`config.mk`:
```
export PLATFORM = sky130hd
export DESIGN_NAME = ompc_top
export DESIGN_NICKNAME = d
export VERILOG_FILES = /design/src/include/ompc_pkg.sv /design/src/hw/ompc_top.sv
export SDC_FILE = /design/constraint.sdc
export NUM_CORES = 1
export LEC_CHECK = 0
export ABC_AREA = 1
export BUFFER_PORTS_ARGS = -buffer_cell sky130_fd_sc_hd__clkbuf_2
export CORE_ASPECT_RATIO = 0.5
export CORE_MARGIN = 4
export CORE_UTILIZATION = 38
export CTS_CLUSTER_SIZE = 16
export DETAILED_ROUTE_END_ITERATION = 6
export HOLD_SLACK_MARGIN = 0.12
export PLACE_DENSITY = 0.82
export SYNTH_ARGS = -nofsm -noshare
export SYNTH_HDL_FRONTEND = slang
export SYNTH_SLANG_ARGS = --single-unit
```
`constraint.sdc`:
```
create_clock -name aclk -period 1.6 [get_ports aclk]
set_input_delay 0.08 -clock aclk [delete_from_list [all_inputs] [get_ports aclk]]
set_output_delay 0.08 -clock aclk [all_outputs]
set_load 0.01 [all_outputs]
```
`src/include/ompc_pkg.sv`:
```
// Operation
// - Mode pin B high at reset selects normal mode, reset vector area at FFFA.
// - Mode pin B low selects special mode, vector area BFFA, test features on.
// - Special-mode bit loads inverse of mode pin B at reset release.
// - Mode-select-A bit loads mode pin A level at reset release.
// - Both mode bits always readable; writable anytime in special modes.
// - Normal modes accept only the first write to mode-select-A after reset.
// - Special-mode bit, once cleared, cannot be set again until reset.
// - Boot ROM enable acts only with special-mode set; writable only in special modes.
// - Boot ROM enable 1 maps boot ROM at BE00; 0 removes it.
// - Reset values follow mode; selector 0110, boot ROM in bootstrap, visibility in test.
// - Selector 0000-0100 promotes timer, accumulator overflow, edge, SPI, SCI.
// - Selector 0110 promotes external pin, 0111 promotes real-time interrupt.
// - Reserved selector 0101 behaves as external pin source.
// - Selector 1000-1111 promotes captures 1-3, compares 1-4, shared capture4/compare5.
// - Single-chip mode: strobe-A pin is a handshake strobe input.
// - Expanded mode: strobe-A pin drives address strobe for port C demultiplexing.
// - Single-chip mode: strobe-B pin is a programmable output strobe.
// - Expanded mode: direction pin low on writes, high on reads, low across writes.
// - Read visibility, in expanded mode only, drives internal read data onto port C.
// - Port B: general outputs single-chip, high address byte when expanded.
// - Port C: general I/O single-chip, multiplexed address/data when expanded.
// - Register 103C: boot ROM 7, special 6, mode A 5, visibility 4, selector 3:0.
package ompc_pkg;
  localparam logic [15:0] OMPC_CTRL_ADDR = 16'h103c;
  localparam int OMPC_BOOT_BIT = 7;
  localparam int OMPC_SPECIAL_BIT = 6;
  localparam int OMPC_MODE_A_BIT = 5;
  localparam int OMPC_VIS_BIT = 4;
  localparam logic [3:0] OMPC_PSEL_RST = 4'h6;
  localparam logic [3:0] OMPC_PSEL_RSVD = 4'h5;
  localparam logic [3:0] OMPC_PSEL_IRQ = 4'h6;
  localparam logic [15:0] OMPC_VEC_NORMAL = 16'hfffa;
  localparam logic [15:0] OMPC_VEC_SPECIAL = 16'hbffa;
  localparam logic [15:0] OMPC_BOOT_BASE = 16'hbe00;
  localparam logic [15:0] OMPC_BOOT_LAST = 16'hbfff;
  localparam logic [1:0] OMPC_RESP_OKAY = 2'h0;
  localparam logic [1:0] OMPC_RESP_SLVERR = 2'h2;
  localparam int OMPC_NSRC = 16;
endpackage

```
`src/hw/ompc_top.sv`:
```
// Implementation choice: the AXI4-Lite slave port.
`timescale 1ns/1ps
module ompc_top
  import ompc_pkg::*;
(
  // Clock and reset
  input wire logic aclk,
  input wire logic aresetn,
  // Mode pins, sampled on the clock that follows reset release
  input wire logic mode_pin_a,
  input wire logic mode_pin_b,
  // AXI4-Lite write address
  input wire logic [15:0] s_axi_awaddr,
  input wire logic s_axi_awvalid,
  output logic s_axi_awready,
  // AXI4-Lite write data
  input wire logic [31:0] s_axi_wdata,
  input wire logic [3:0] s_axi_wstrb,
  input wire logic s_axi_wvalid,
  output logic s_axi_wready,
  // AXI4-Lite write response
  output logic [1:0] s_axi_bresp,
  output logic s_axi_bvalid,
  input wire logic s_axi_bready,
  // AXI4-Lite read address
  input wire logic [15:0] s_axi_araddr,
  input wire logic s_axi_arvalid,
  output logic s_axi_arready,
  // AXI4-Lite read data
  output logic [31:0] s_axi_rdata,
  output logic [1:0] s_axi_rresp,
  output logic s_axi_rvalid,
  input wire logic s_axi_rready,
  // Mode status
  output logic special_mode,
  output logic expanded_mode,
  output logic [15:0] reset_vector_addr,
  output logic boot_rom_mapped,
  // Interrupt arbitration
  input wire logic [OMPC_NSRC-1:0] irq_src_pending,
  input wire logic arb_start,
  output logic [OMPC_NSRC-1:0] irq_promoted,
  // CPU bus cycle from core
  input wire logic cpu_cycle,
  input wire logic cpu_write,
  input wire logic [15:0] cpu_addr,
  input wire logic [7:0] cpu_wdata,
  input wire logic cpu_internal,
  input wire logic [7:0] cpu_internal_rdata,
  input wire logic cpu_addr_phase,
  // General port values from parallel I/O logic
  input wire logic [7:0] gp_port_b,
  input wire logic [7:0] gp_port_c,
  input wire logic [7:0] gp_port_c_dir,
  input wire logic strobe_b_level,
  // Strobe A pin (input function) and address strobe
  input wire logic strobe_a_input,
  output logic strobe_a_handshake,
  output logic address_strobe_out,
  output logic address_strobe_oe,
  // Strobe B / direction pin
  output logic strobe_b_output,
  output logic strobe_b_oe,
  // Port B and port C pins
  output logic [7:0] port_b_out,
  input wire logic [7:0] port_c_in,
  output logic [7:0] port_c_out,
  output logic [7:0] port_c_oe,
  output logic [7:0] port_c_rdata
);

  // ************************************************************
  // Mode latch
  // ************************************************************
  logic in_reset_ff;
  logic boot_rom_enable_ff;
  logic special_mode_bit_ff;
  logic mode_select_a_bit_ff;
  logic read_visibility_bit_ff;
  logic [3:0] psel_ff;
  logic mode_a_written_ff;

  always_ff @(posedge aclk)
  begin
    if (!aresetn)
      in_reset_ff <= 1'b1;
    else
      in_reset_ff <= 1'b0;
  end

  // Strap decode; only looked at on the clock that follows reset release
  logic strap_special;
  logic strap_mode_a;
  logic strap_boot;
  logic strap_vis;

  assign strap_special = !mode_pin_b;
  assign strap_mode_a = mode_pin_a;
  // Boot ROM only in bootstrap, visibility only in test
  assign strap_boot = !mode_pin_b && !mode_pin_a;
  assign strap_vis = !mode_pin_b && mode_pin_a;

  // ************************************************************
  // AXI4-Lite slave
  // ************************************************************
  logic aw_held_ff;
  logic w_held_ff;
  logic [15:0] awaddr_ff;
  logic [31:0] wdata_ff;
  logic [3:0] wstrb_ff;
  logic do_write;
  logic wr_hit;
  logic ar_hit;

  assign s_axi_awready = !aw_held_ff && !s_axi_bvalid;
  assign s_axi_wready = !w_held_ff && !s_axi_bvalid;
  assign do_write = aw_held_ff && w_held_ff && !s_axi_bvalid;
  assign wr_hit = do_write && (awaddr_ff[15:2] == OMPC_CTRL_ADDR[15:2]);
  assign s_axi_arready = !s_axi_rvalid;
  assign ar_hit = s_axi_araddr[15:2] == OMPC_CTRL_ADDR[15:2];

  // Address and data come in either order; each is parked until its partner arrives
  always_ff @(posedge aclk)
  begin
    if (!aresetn)
      aw_held_ff <= 1'b0;
    else if (s_axi_awvalid && s_axi_awready)
      aw_held_ff <= 1'b1;
    else if (do_write)
      aw_held_ff <= 1'b0;
  end

  always_ff @(posedge aclk)
  begin
    if (!aresetn)
      awaddr_ff <= 16'h0000;
    else if (s_axi_awvalid && s_axi_awready)
      awaddr_ff <= s_axi_awaddr;
  end

  always_ff @(posedge aclk)
  begin
    if (!aresetn)
      w_held_ff <= 1'b0;
    else if (s_axi_wvalid && s_axi_wready)
      w_held_ff <= 1'b1;
    else if (do_write)
      w_held_ff <= 1'b0;
  end

  always_ff @(posedge aclk)
  begin
    if (!aresetn)
    begin
      wdata_ff <= 32'h0000_0000;
      wstrb_ff <= 4'h0;
    end
    else if (s_axi_wvalid && s_axi_wready)
    begin
      wdata_ff <= s_axi_wdata;
      wstrb_ff <= s_axi_wstrb;
    end
  end

  // Response rises the clock after both halves are held
  always_ff @(posedge aclk)
  begin
    if (!aresetn)
    begin
      s_axi_bvalid <= 1'b0;
      s_axi_bresp <= OMPC_RESP_OKAY;
    end
    else if (do_write)
    begin
      s_axi_bvalid <= 1'b1;
      s_axi_bresp <= wr_hit ? OMPC_RESP_OKAY : OMPC_RESP_SLVERR;
    end
    else if (s_axi_bvalid && s_axi_bready)
      s_axi_bvalid <= 1'b0;
  end

  // Fields placed by position so read and write share one layout
  logic [7:0] ctrl_rd_byte;

  always_comb
  begin
    ctrl_rd_byte = 8'h00;
    ctrl_rd_byte[3:0] = psel_ff;
    ctrl_rd_byte[OMPC_VIS_BIT] = read_visibility_bit_ff;
    ctrl_rd_byte[OMPC_MODE_A_BIT] = mode_select_a_bit_ff;
    ctrl_rd_byte[OMPC_SPECIAL_BIT] = special_mode_bit_ff;
    ctrl_rd_byte[OMPC_BOOT_BIT] = boot_rom_enable_ff;
  end

  always_ff @(posedge aclk)
  begin
    if (!aresetn)
      s_axi_rvalid <= 1'b0;
    else if (s_axi_arvalid && s_axi_arready)
      s_axi_rvalid <= 1'b1;
    else if (s_axi_rvalid && s_axi_rready)
      s_axi_rvalid <= 1'b0;
  end

  // Both mode bits readable at any time; unmapped reads return zero
  always_ff @(posedge aclk)
  begin
    if (!aresetn)
    begin
      s_axi_rdata <= 32'h0000_0000;
      s_axi_rresp <= OMPC_RESP_OKAY;
    end
    else if (s_axi_arvalid && s_axi_arready)
    begin
      s_axi_rdata <= ar_hit ? {24'h000000, ctrl_rd_byte} : 32'h0000_0000;
      s_axi_rresp <= ar_hit ? OMPC_RESP_OKAY : OMPC_RESP_SLVERR;
    end
  end

  // ************************************************************
  // Control register
  // ************************************************************
  logic wr_low;
  logic [7:0] wbyte;

  assign wr_low = wr_hit && wstrb_ff[0];
  assign wbyte = wdata_ff[7:0];

  // Straps are caught on the first clock after release, never under reset
  // Clearing is allowed, setting only while already set
  always_ff @(posedge aclk)
  begin
    if (!aresetn)
      special_mode_bit_ff <= 1'b0;
    else if (in_reset_ff)
      special_mode_bit_ff <= strap_special;
    else if (wr_low)
      special_mode_bit_ff <= special_mode_bit_ff && wbyte[OMPC_SPECIAL_BIT];
  end

  // Free in special modes, once only in normal modes
  always_ff @(posedge aclk)
  begin
    if (!aresetn)
      mode_select_a_bit_ff <= 1'b0;
    else if (in_reset_ff)
      mode_select_a_bit_ff <= strap_mode_a;
    else if (wr_low && (special_mode_bit_ff || !mode_a_written_ff))
      mode_select_a_bit_ff <= wbyte[OMPC_MODE_A_BIT];
  end

  // Any write uses up the one normal-mode chance, even when the bit is unchanged
  always_ff @(posedge aclk)
  begin
    if (!aresetn)
      mode_a_written_ff <= 1'b0;
    else if (in_reset_ff)
      mode_a_written_ff <= 1'b0;
    else if (wr_low)
      mode_a_written_ff <= 1'b1;
  end

  always_ff @(posedge aclk)
  begin
    if (!aresetn)
      boot_rom_enable_ff <= 1'b0;
    else if (in_reset_ff)
      boot_rom_enable_ff <= strap_boot;
    else if (wr_low && special_mode_bit_ff)
      boot_rom_enable_ff <= wbyte[OMPC_BOOT_BIT];
  end

  always_ff @(posedge aclk)
  begin
    if (!aresetn)
      read_visibility_bit_ff <= 1'b0;
    else if (in_reset_ff)
      read_visibility_bit_ff <= strap_vis;
    else if (wr_low)
      read_visibility_bit_ff <= wbyte[OMPC_VIS_BIT];
  end

  // ************************************************************
  // Interrupt priority selector
  // ************************************************************
  logic [3:0] psel_arb_ff;
  logic [3:0] psel_eff;

  always_ff @(posedge aclk)
  begin
    if (!aresetn)
      psel_ff <= OMPC_PSEL_RST;
    else if (wr_low)
      psel_ff <= wbyte[3:0];
  end

  // Snapshot only at arbitration start so a running sequence is undisturbed
  always_ff @(posedge aclk)
  begin
    if (!aresetn)
      psel_arb_ff <= OMPC_PSEL_RST;
    else if (arb_start)
      psel_arb_ff <= psel_ff;
  end

  assign psel_eff = (psel_arb_ff == OMPC_PSEL_RSVD) ? OMPC_PSEL_IRQ : psel_arb_ff;

  // Index order of irq_src_pending matches selector encoding
  genvar gi;
  generate
    for (gi = 0; gi < OMPC_NSRC; gi++)
    begin : g_prom
      assign irq_promoted[gi] = irq_src_pending[gi] && (psel_eff == 4'(gi));
    end
  endgenerate

  // ************************************************************
  // Mode outputs
  // ************************************************************
  assign special_mode = special_mode_bit_ff;
  assign expanded_mode = mode_select_a_bit_ff;
  assign reset_vector_addr = special_mode_bit_ff ? OMPC_VEC_SPECIAL : OMPC_VEC_NORMAL;
  assign boot_rom_mapped = boot_rom_enable_ff && special_mode_bit_ff;

  // ************************************************************
  // Pin functions
  // ************************************************************
  logic dir_ff;
  logic vis_drive;

  // Direction stays low across back-to-back writes
  always_ff @(posedge aclk)
  begin
    if (!aresetn)
      dir_ff <= 1'b1;
    else if (cpu_cycle)
      dir_ff <= !cpu_write;
  end

  assign vis_drive = read_visibility_bit_ff && cpu_cycle && !cpu_write && cpu_internal;

  assign strobe_a_handshake = !expanded_mode && strobe_a_input;
  assign address_strobe_out = expanded_mode && cpu_addr_phase;
  assign address_strobe_oe = expanded_mode;
  assign strobe_b_output = expanded_mode ? dir_ff : strobe_b_level;
  assign strobe_b_oe = 1'b1;
  assign port_b_out = expanded_mode ? cpu_addr[15:8] : gp_port_b;

  always_comb
  begin
    port_c_out = gp_port_c;
    port_c_oe = gp_port_c_dir;
    if (expanded_mode)
    begin
      port_c_oe = 8'h00;
      if (cpu_addr_phase)
      begin
        port_c_out = cpu_addr[7:0];
        port_c_oe = 8'hff;
      end
      else if (cpu_cycle && cpu_write)
      begin
        port_c_out = cpu_wdata;
        port_c_oe = 8'hff;
      end
      else if (vis_drive)
      begin
        port_c_out = cpu_internal_rdata;
        port_c_oe = 8'hff;
      end
    end
  end

  assign port_c_rdata = port_c_in;

endmodule

```
**After elaboration in Yosys (flattened, before gate mapping)**

Index checks and enable logic that the tools add are counted.

- Div/mod/pow operators: 0
- Bitwise gates (word level): 1
- Multiply operators: 0
- Multiplexer cells: 31
- Equal/unequal tests: 18
- Shift operators: 0
- Add/sub/neg operators: 0
- Order comparisons: 0
- Reduce and logical (&&, ||, !) cells: 58

Operators with widths:

| kind | number |
|---|---|
| $mux W8 | 10 |
| $logic_and A1 B1 Y1 | 39 |
| $eq A4 B4 Y1 const B | 8 |
| $eq A14 B11 Y1 const B | 2 |
| $eq A4 B3 Y1 const B | 5 |
| $mux W1 | 17 |
| $mux W15 | 1 |
| $reduce_bool A2 Y1 | 7 |
| $logic_not A1 Y1 | 9 |
| $eq A4 B2 Y1 const B | 2 |
| $eq A4 B1 Y1 const B | 1 |
| $logic_not A4 Y1 | 1 |
| $mux W2 | 2 |
| $mux W4 | 1 |
| $reduce_or A2 Y1 | 1 |
| $logic_or A1 B1 Y1 | 1 |
| $not A1 Y1 | 1 |

- Logic and storage cells: 127
- Memory bits (writable): 0
- Register bits: 80
- Latch bits: 0
- Output and inout bits: 113
- ROM bits: 0
- Memories: 0
- Bits of input ports: 164

**Longest topological paths before layout**

Gate-level depths: netlist (run 1).

- Word-level depth: 7
- Mapped depth: 9
- Gate-level depth less buffers: 9

**Least setup slack after synthesis (run 1)**

Ideal clock, no wire load.

- Path type: flip-flop to output port
- From: register read_visibility_bit_ff
- To: output port_c_out[1]
- Slack: 346 ps
- Data arrival time: 1174 ps
- Cell stages (with the launch flop): 8
- Data required time: 1520 ps
- Cells stage by stage: dfxtp_1 > nand2_2 > nor2_4 > inv_2 > a21oi_2 > inv_2 > buf_6 > a22o_1

- Word-level cells in the longest chain between the ends: 7

Ends and longest elaborated chain:

| item | RTL line | source |
|---|---|---|
| start: declaration | ompc_top.sv:79 | `logic read_visibility_bit_ff;` |
| start signal: assignment | ompc_top.sv:278 | `read_visibility_bit_ff <= strap_vis;` |
| start signal: assignment | ompc_top.sv:280 | `read_visibility_bit_ff <= wbyte[OMPC_VIS_BIT];` |
| $logic_and A1 B1 Y1 (3 in series) | ompc_top.sv:340 | `assign vis_drive = read_visibility_bit_ff && cpu_cycle && !cpu_write && cpu_internal;` |
| $mux W8 | ompc_top.sv:366 | `else if (vis_drive)` |
| $mux W8 | ompc_top.sv:361 | `else if (cpu_cycle && cpu_write)` |
| $mux W8 | ompc_top.sv:356 | `if (cpu_addr_phase)` |
| $mux W8 | ompc_top.sv:353 | `if (expanded_mode)` |
| end: declaration | ompc_top.sv:67 | `output logic [7:0] port_c_out,` |

Every way passes these cells.

**Worst setup path in the final report (run 1)**

- From: register read_visibility_bit_ff
- To: output port_c_out[3]

Same word-level chain as after synthesis.

==> results of run 1 <==
==> power by group through the flow <==
| stage | clock, mW | combinational (mW) | sequential (mW) |
|---|---|---|---|
| global route | 1.31 | 0.894 | 1.43 |
| floorplan | 0 | 0.506 | 1.45 |
| global placement | 0 | 0.712 | 1.45 |
| CTS | 1.25 | 0.787 | 1.42 |
| finish | 1.24 | 0.800 | 1.42 |
| detailed placement | 0 | 0.726 | 1.45 |
==> Yosys cell counts <==
cell / instances
a21oi_1: 25
clkinv_1: 1
buf_6: 1
o21a_1: 1
conb_1: 2
buf_2: 3
nor3b_1: 15
a21oi_2: 1
nor3_4: 1
o21ai_0: 34
a22o_1: 8
nand3_1: 41
buf_4: 52
dfxtp_1: 52
buf_1: 2
a211oi_1: 1
inv_2: 6
nand3b_4: 1
a22oi_1: 1
clkbuf_1: 8
inv_1: 31
nor2_4: 2
o211ai_1: 3
nand2_2: 2
nand2_1: 89
nand4_1: 2
or2_1: 2
nor2_1: 56
==> final cells by class <==
| cell class | count | area [um2] |
|---|---|---|
| Sequential cell | 52 | 1040 |
| Inverter | 38 | 145 |
| Tap cell | 108 | 135 |
| Timing Repair Buffer | 225 | 1300 |
| Clock buffer | 6 | 139 |
| Clock inverter | 2 | 38.8 |
| Multi-Input combinational cell | 328 | 1550 |
| Fill cell | 696 | 3160 |
==> metal layers <==
| metal | share of wire | GRT usage | routed length [um] | vias to the layer above |
|---|---|---|---|---|
| li1 | - | - | - | 1750 |
| met1 | 0.39 | 0.203 | 3670 | 1536 |
| met2 | 0.53 | 0.366 | 5070 | 135 |
| met3 | 0.060 | 0.0284 | 571 | 19 |
| met4 | 0.019 | 0.0609 | 176 | 0 |
| met5 | 0 | 0 | 0 | - |
==> sequential cells by signal (all words and copies together) (netlist names), 4 cells and up <==
signal / cells
wdata_ff: 8
psel_ff: 4
awaddr_ff: 14
psel_arb_ff: 4
s_axi_rdata: 8
==> metrics by stage <==
step	worst slack, ns	instances	utilization	power (mW)
finish	0.0138	759	0.580	3.46
global route	-0.0665	759	0.580	3.64
CTS	-0.00486	759	0.577	3.46
detailed placement	0.191	721	0.513	2.18
global placement	0.243	721	0.513	2.16
floorplan	0.346	484	-	1.95
==> logic make-up after synthesis <==
family	after synthesis
AO/OA/AOI/OAI	74
buffers and inverters	104
flip-flops	52
other	2
AND/OR/NAND/NOR	211
==> worst min-delay path, stage by stage <==
cell      delay [ns]
clkbuf_2        0.09
nand2_2         0.06
inv_1           0.08
o21a_1          0.10
==> worst max path at each step <==
stage,startpoint,cells after the start,end
floorplan,read_visibility_bit_ff,7,port_c_out[1]
global placement,read_visibility_bit_ff,7,port_c_out[7]
detailed placement,awaddr_ff[2],8,psel_ff[3]
CTS,read_visibility_bit_ff,7,port_c_out[7]
global route,read_visibility_bit_ff,7,port_c_out[1]
finish,read_visibility_bit_ff,7,port_c_out[3]
==> repair_timing <==
item                       4_1_cts  5_1_grt
gates resized for setup          2        8
hold buffers                    28        0
gates cloned                     0        0
buffers inserted                 2        0
setup endpoints to repair        8       20
pin swaps                        2        0
hold endpoints to repair        30        0
==> flow_summary.ini, run 1 <==
[status]
run_status = completed

[finish]
n_antenna_cell = 0
layout_commonest_cell = clkbuf_2
num-nets-final = 814
drive_gt1_frac = 0.341
final_cell_area_um2 = 4360
mostFrequentLayoutCells = 182 x clkbuf_2, 89 x nand2_1, 56 x nor2_1
flow.area_growth_from_synthesis_pct = 44.1

[drt]
first_pass_iters = 5
ant_nets = 0
drt_drc_violations_left = 0
avgViaCountPerCell = 4.53
post_drt_wl_per_cell_um = 12.5
routed-via-count = 3440
detail_route.wirelength_um = 9490
initialDrtViolationCount = 134

[synthesis]
synth.yosys.warnings = 0
yosys-top-cells-area = dfxtp_1 34%, buf_4 13%, nand2_1 11%
synth-seq-cells = 52
netlist.area_leader.share = 0.344
synthMuxAreaShare = 0
synth_xor_area_frac = 0
synth_simple_gate_area_share = 0.317
synthesis.area_um2 = 3020
main_combinational_cell_family_by_area_after_synthesis = simple AND/OR/NAND/NOR gates
synth-compound-area-share = 0.139
synth.yosys.seq_area_share = 0.344
netlist_instances = 443
synthesis.area_per_instance_um2 = 6.82
synth.largest_area_cell = dfxtp_1
synth_adder_area_share = 0
post_synth_num_cell_types = 28

[worst_setup_path]
crit_path_max_incr_delay_ns = 0.36
cp_top_family = compound AO/OA/AOI/OAI gates
endpoint_of_the_worst_slack_reg_to_reg_timing_path = psel_ff[3]
r2r_cells = 8
setup.reg_to_reg.worst_slack_ns = 0.21
critical_path_s_slowest_cell = dfxtp_2
worst-setup-path-type = flop to output pin
worstPathArrival_ns = 1.51
rr_startpoint = awaddr_ff[2]
worstPathRequired_ns = 1.52
worst-path-max-fanout = 13
worstPathCellList = nand2_2 > nor2_4 > inv_2 > a21oi_2 > inv_4 > a22o_1 > clkbuf_2
cp-end-kind = output pin
worst_setup_path_start_kind = flop
crit_buf_inv = 3

[sta]
grt_setup_unrepaired = yes
setup_viol = 0
timing.setup.tns_ns = 0
period_needed_ns = 1.59
fmax_mhz = 630
hold-worst-slack_ns = 0.148
slew_headroom = 0.628
final_hold_viol_count = 0
timing_max_transition_violations_final = 0
final.setup_skew_ns = 0.00456
tightest_slew_ns = 0.556
crit_share_post_route = 0.991

[pwr]
vdd_ir_drop_max_mv = 0.510
total_leakage_power_nw = 2.37
p_sw_frac = 0.273
power.switching_mw = 0.943
p_int_mw = 2.52
seq_power_share = 0.411
power_density_nw_per_um2 = 794
comb_power_share = 0.231
p_clk_frac = 0.358

[place]
hpwl_um = 7360
placed_cell_area_um2 = 3860
port-buffer-count = 185
globalplace.congestion = 0.838

[die]
die_area_um2 = 9530
rows = 22
initial_utilization = 0.402
die_x_um = 134
ios = 277
dieHeight_um = 71.1
design.core.area_um2 = 7510

[cts]
clockBufferDepth = 2
htree_num_levels = 2
clock_latency_late_sink_ns = 0.29
cts_sinks = 52
cts_inserted_buffers = 5
clock_tree_from_tritoncts = yes
cts-root-buf = clkbuf_16
cts.reportedPaths.clkPinSlew_ns = 0.06

[worst_hold_path]
hold-path-endpoint = s_axi_rvalid
min-delay-path-class = input port to flop
worst_hold_path_cell_count = 4
hold_start = s_axi_arvalid

[global_routing]
initial_antenna_violation_count = 0
global_route_wire_length_before_repair_um = 14700
grt_start_max_net_pins = 36
number_of_global_route_vias_before_repair = 3294
grt.total_usage = 0.185
grt_overflow_total = 0

[job]
cap_violations = 0
Note: power is estimated with default switching activity, not from simulation.
==> inputs of run 2 (changes only) <==
ABC_AREA = default   (was 1)
==> run 2 against run 1 <==
Effect of this change:
- flip-flop and latch count unchanged
- power decreased by 12%
- synthesized cell count decreased by 16%
- clock-buffer cell count decreased by 1
==> flow_summary.ini, run 2 <==
[status]
run_status = completed

[worst_setup_path]
worst-setup-path-type = flop to output pin
crit_buf_inv = 3
cp-end-kind = output pin
worstPathRequired_ns = 1.52
worst_setup_path_start_kind = flop
worst-path-max-fanout = 16
r2r_cells = 4
endpoint_of_the_worst_slack_reg_to_reg_timing_path = read_visibility_bit_ff
crit_path_max_incr_delay_ns = 0.32
timing.critical_path.mode_cell = buf_6
worstPathCellList = buf_6 > a21oi_2 > nor2b_1 > o21ai_1 > buf_6 > a22o_1 > buf_2
critical_path_s_slowest_cell = dfxtp_2
rr_startpoint = awaddr_ff[10]
worstPathArrival_ns = 1.49
cp_top_family = buffers and inverters
setup.reg_to_reg.worst_slack_ns = 0.06

[drt]
post_drt_wl_per_cell_um = 14.2
detail_route.wirelength_um = 9680
ant_nets = 0
drt_drc_violations_left = 0
initialDrtViolationCount = 216
first_pass_iters = 4
avgViaCountPerCell = 4.69
routed-via-count = 3206

[finish]
layout_commonest_cell = clkbuf_2
n_antenna_cell = 0
flow.area_growth_from_synthesis_pct = 41.7
number_of_flip_flops_in_the_largest_register = 14
final_cell_area_um2 = 4270
drive_gt1_frac = 0.384
largest_registers = awaddr_ff x14, s_axi_rdata x8, wdata_ff x8
num-nets-final = 741
largest_register = awaddr_ff
mostFrequentLayoutCells = 177 x clkbuf_2, 55 x nand2_1, 50 x dfxtp_1

[worst_hold_path]
hold-path-endpoint = psel_arb_ff[2]
min-delay-path-class = input port to flop
worst_hold_path_cell_count = 3
hold_start = arb_start

[sta]
fmax_mhz = 638
hold-worst-slack_ns = 0.132
period_needed_ns = 1.57
final.setup_skew_ns = 0.00329
grt_setup_unrepaired = yes
timing_max_transition_violations_final = 0
setup_viol = 0
finalWorstSetupSlack_ns = 0.0338
final_hold_viol_count = 0
crit_share_post_route = 0.979

[pwr]
power_density_nw_per_um2 = 713
vdd_ir_drop_max_mv = 0.495
total_leakage_power_nw = 2.16

[synthesis]
yosys-top-cells-area = dfxtp_1 35%, buf_4 13%, nand2_1 6.8%
synth-seq-cells = 52
netlist_instances = 374
yosys-top-cells-count = 55 x nand2_1, 53 x buf_4, 52 x dfxtp_1
synthesis.area_per_instance_um2 = 8.06
post_synth_num_cell_types = 40
synth.largest_area_cell = dfxtp_1
dominantRegCellSynth = dfxtp_1
synth.yosys.seq_area_share = 0.345
yosys.cell_count.top_type = nand2_1
synth.yosys.warnings = 0
count_of_flip_flops_with_a_built_in_enable_after_synthesis = 0
asyncSetResetFlopFracSynth = 0
netlist.area_leader.share = 0.345
synthesis.area_um2 = 3020

[die]
die_x_um = 134
rows = 22
dieHeight_um = 71.0
design.core.area_um2 = 7510
die_area_um2 = 9510
ios = 277
initial_utilization = 0.401

[cts]
clock_tree_from_tritoncts = yes
cts_inserted_buffers = 5
cts.reportedPaths.clkPinSlew_ns = 0.06
post_cts_buffers = 0
clock_latency_late_sink_ns = 0.28
cts-root-buf = clkbuf_16
clockBufferDepth = 2
cts_sinks = 52
htree_num_levels = 2

[place]
hpwl_um = 7680
globalplace.congestion = 0.853
placed_cell_area_um2 = 3830
port-buffer-count = 185
place_worst_setup_slack_ns = 0.0597

[global_routing]
initial_antenna_violation_count = 0
number_of_global_route_vias_before_repair = 3083
grt.total_usage = 0.191
grt_overflow_total = 0
grt_start_max_net_pins = 21
global_route_wire_length_before_repair_um = 15100

[job]
cap_violations = 0
==> run 2: cell count changes in the layout (fill, tap and decap cells not counted), sizes merged, moves of 6 or more <==
cell    before  now
a221o        0    8
nor3b       15    8
a22oi        1    8
nand3       41    8
and2         0    7
mux2i        0    6
nor2        58   21
o21ai       34   17
nand2       91   55
clkbuf     188  182
nor2b        0    6
inv         37   17
and3         0   14
mux2         0   11
==> run 2: logic make-up (layout without fill, tap and decap cells) <==
kind of cell / count (synthesis) / count (layout) / share of synthesized area
mux: 17 / 17 / 0.0610
other cells: 2 / 43 / 0.00249
simple gates: 133 / 133 / 0.229
flops: 52 / 52 / 0.345
compound gates: 82 / 82 / 0.176
buf+inv: 88 / 248 / 0.187
==> run 2: metal layers <==
layer  share of wire  global-route usage
met5               0                   0
met4          0.0095              0.0365
met3           0.053              0.0284
met2            0.51               0.353
met1            0.43               0.241
==> run 2: power by group <==
part	leakage, nW	internal [mW]	switching, mW
registers	0.426	1.35	0.0464
clock network	0.0616	0.553	0.400
logic	1.67	0.342	0.353
==> run 2: timing repair <==
item | in CTS | in global routing
resized for setup | 5 | 12
hold buffers | 30 | 0
pin swaps | 0 | 2
endpoints found under the setup margin | 9 | 15
hold endpoints to repair | 31 | 0
==> run 2: how the worst max path moves through the flow <==
stage | cells past startpoint | start | slack, ns | end
final | 7 | read_visibility_bit_ff | 0.03 | port_c_out[3]
after global placement | 4 | awaddr_ff[10] | 0.06 | read_visibility_bit_ff
after detailed placement | 4 | awaddr_ff[10] | 0.06 | read_visibility_bit_ff
after global routing | 7 | read_visibility_bit_ff | -0.03 | port_c_out[3]
after floorplan | 5 | s_axi_bvalid | 0.28 | boot_rom_enable_ff
after CTS | 7 | read_visibility_bit_ff | 0.005 | port_c_out[3]
==> run 2: worst register-to-register path, cell delays in order (launching register included) <==
cell and delay, ns:
dfxtp_1 0.32, nor4b_2 0.32, and4_2 0.37, nand3_2 0.09, a311oi_1 0.32
==> run 2: final cells by class <==
class | instances | area, um2
multi-input cells | 275 | 1580
fillers | 706 | 3240
flip-flops and latches | 52 | 1040
inverters | 17 | 63.8
clock buffers | 5 | 125
repair buffers | 226 | 1330
well taps | 108 | 135
==> run 2: per-stage QoR <==
step           utilization  power (mW)  cells  setup TNS [ns]
2_1_floorplan            -        1.85    415               0
6_report             0.569        3.05    683               0
3_3_place_gp         0.509        2.03    648               0
4_1_cts              0.568        3.05    683               0
3_5_place_dp         0.509        2.05    648               0
5_1_grt              0.569        3.20    683         -0.0794
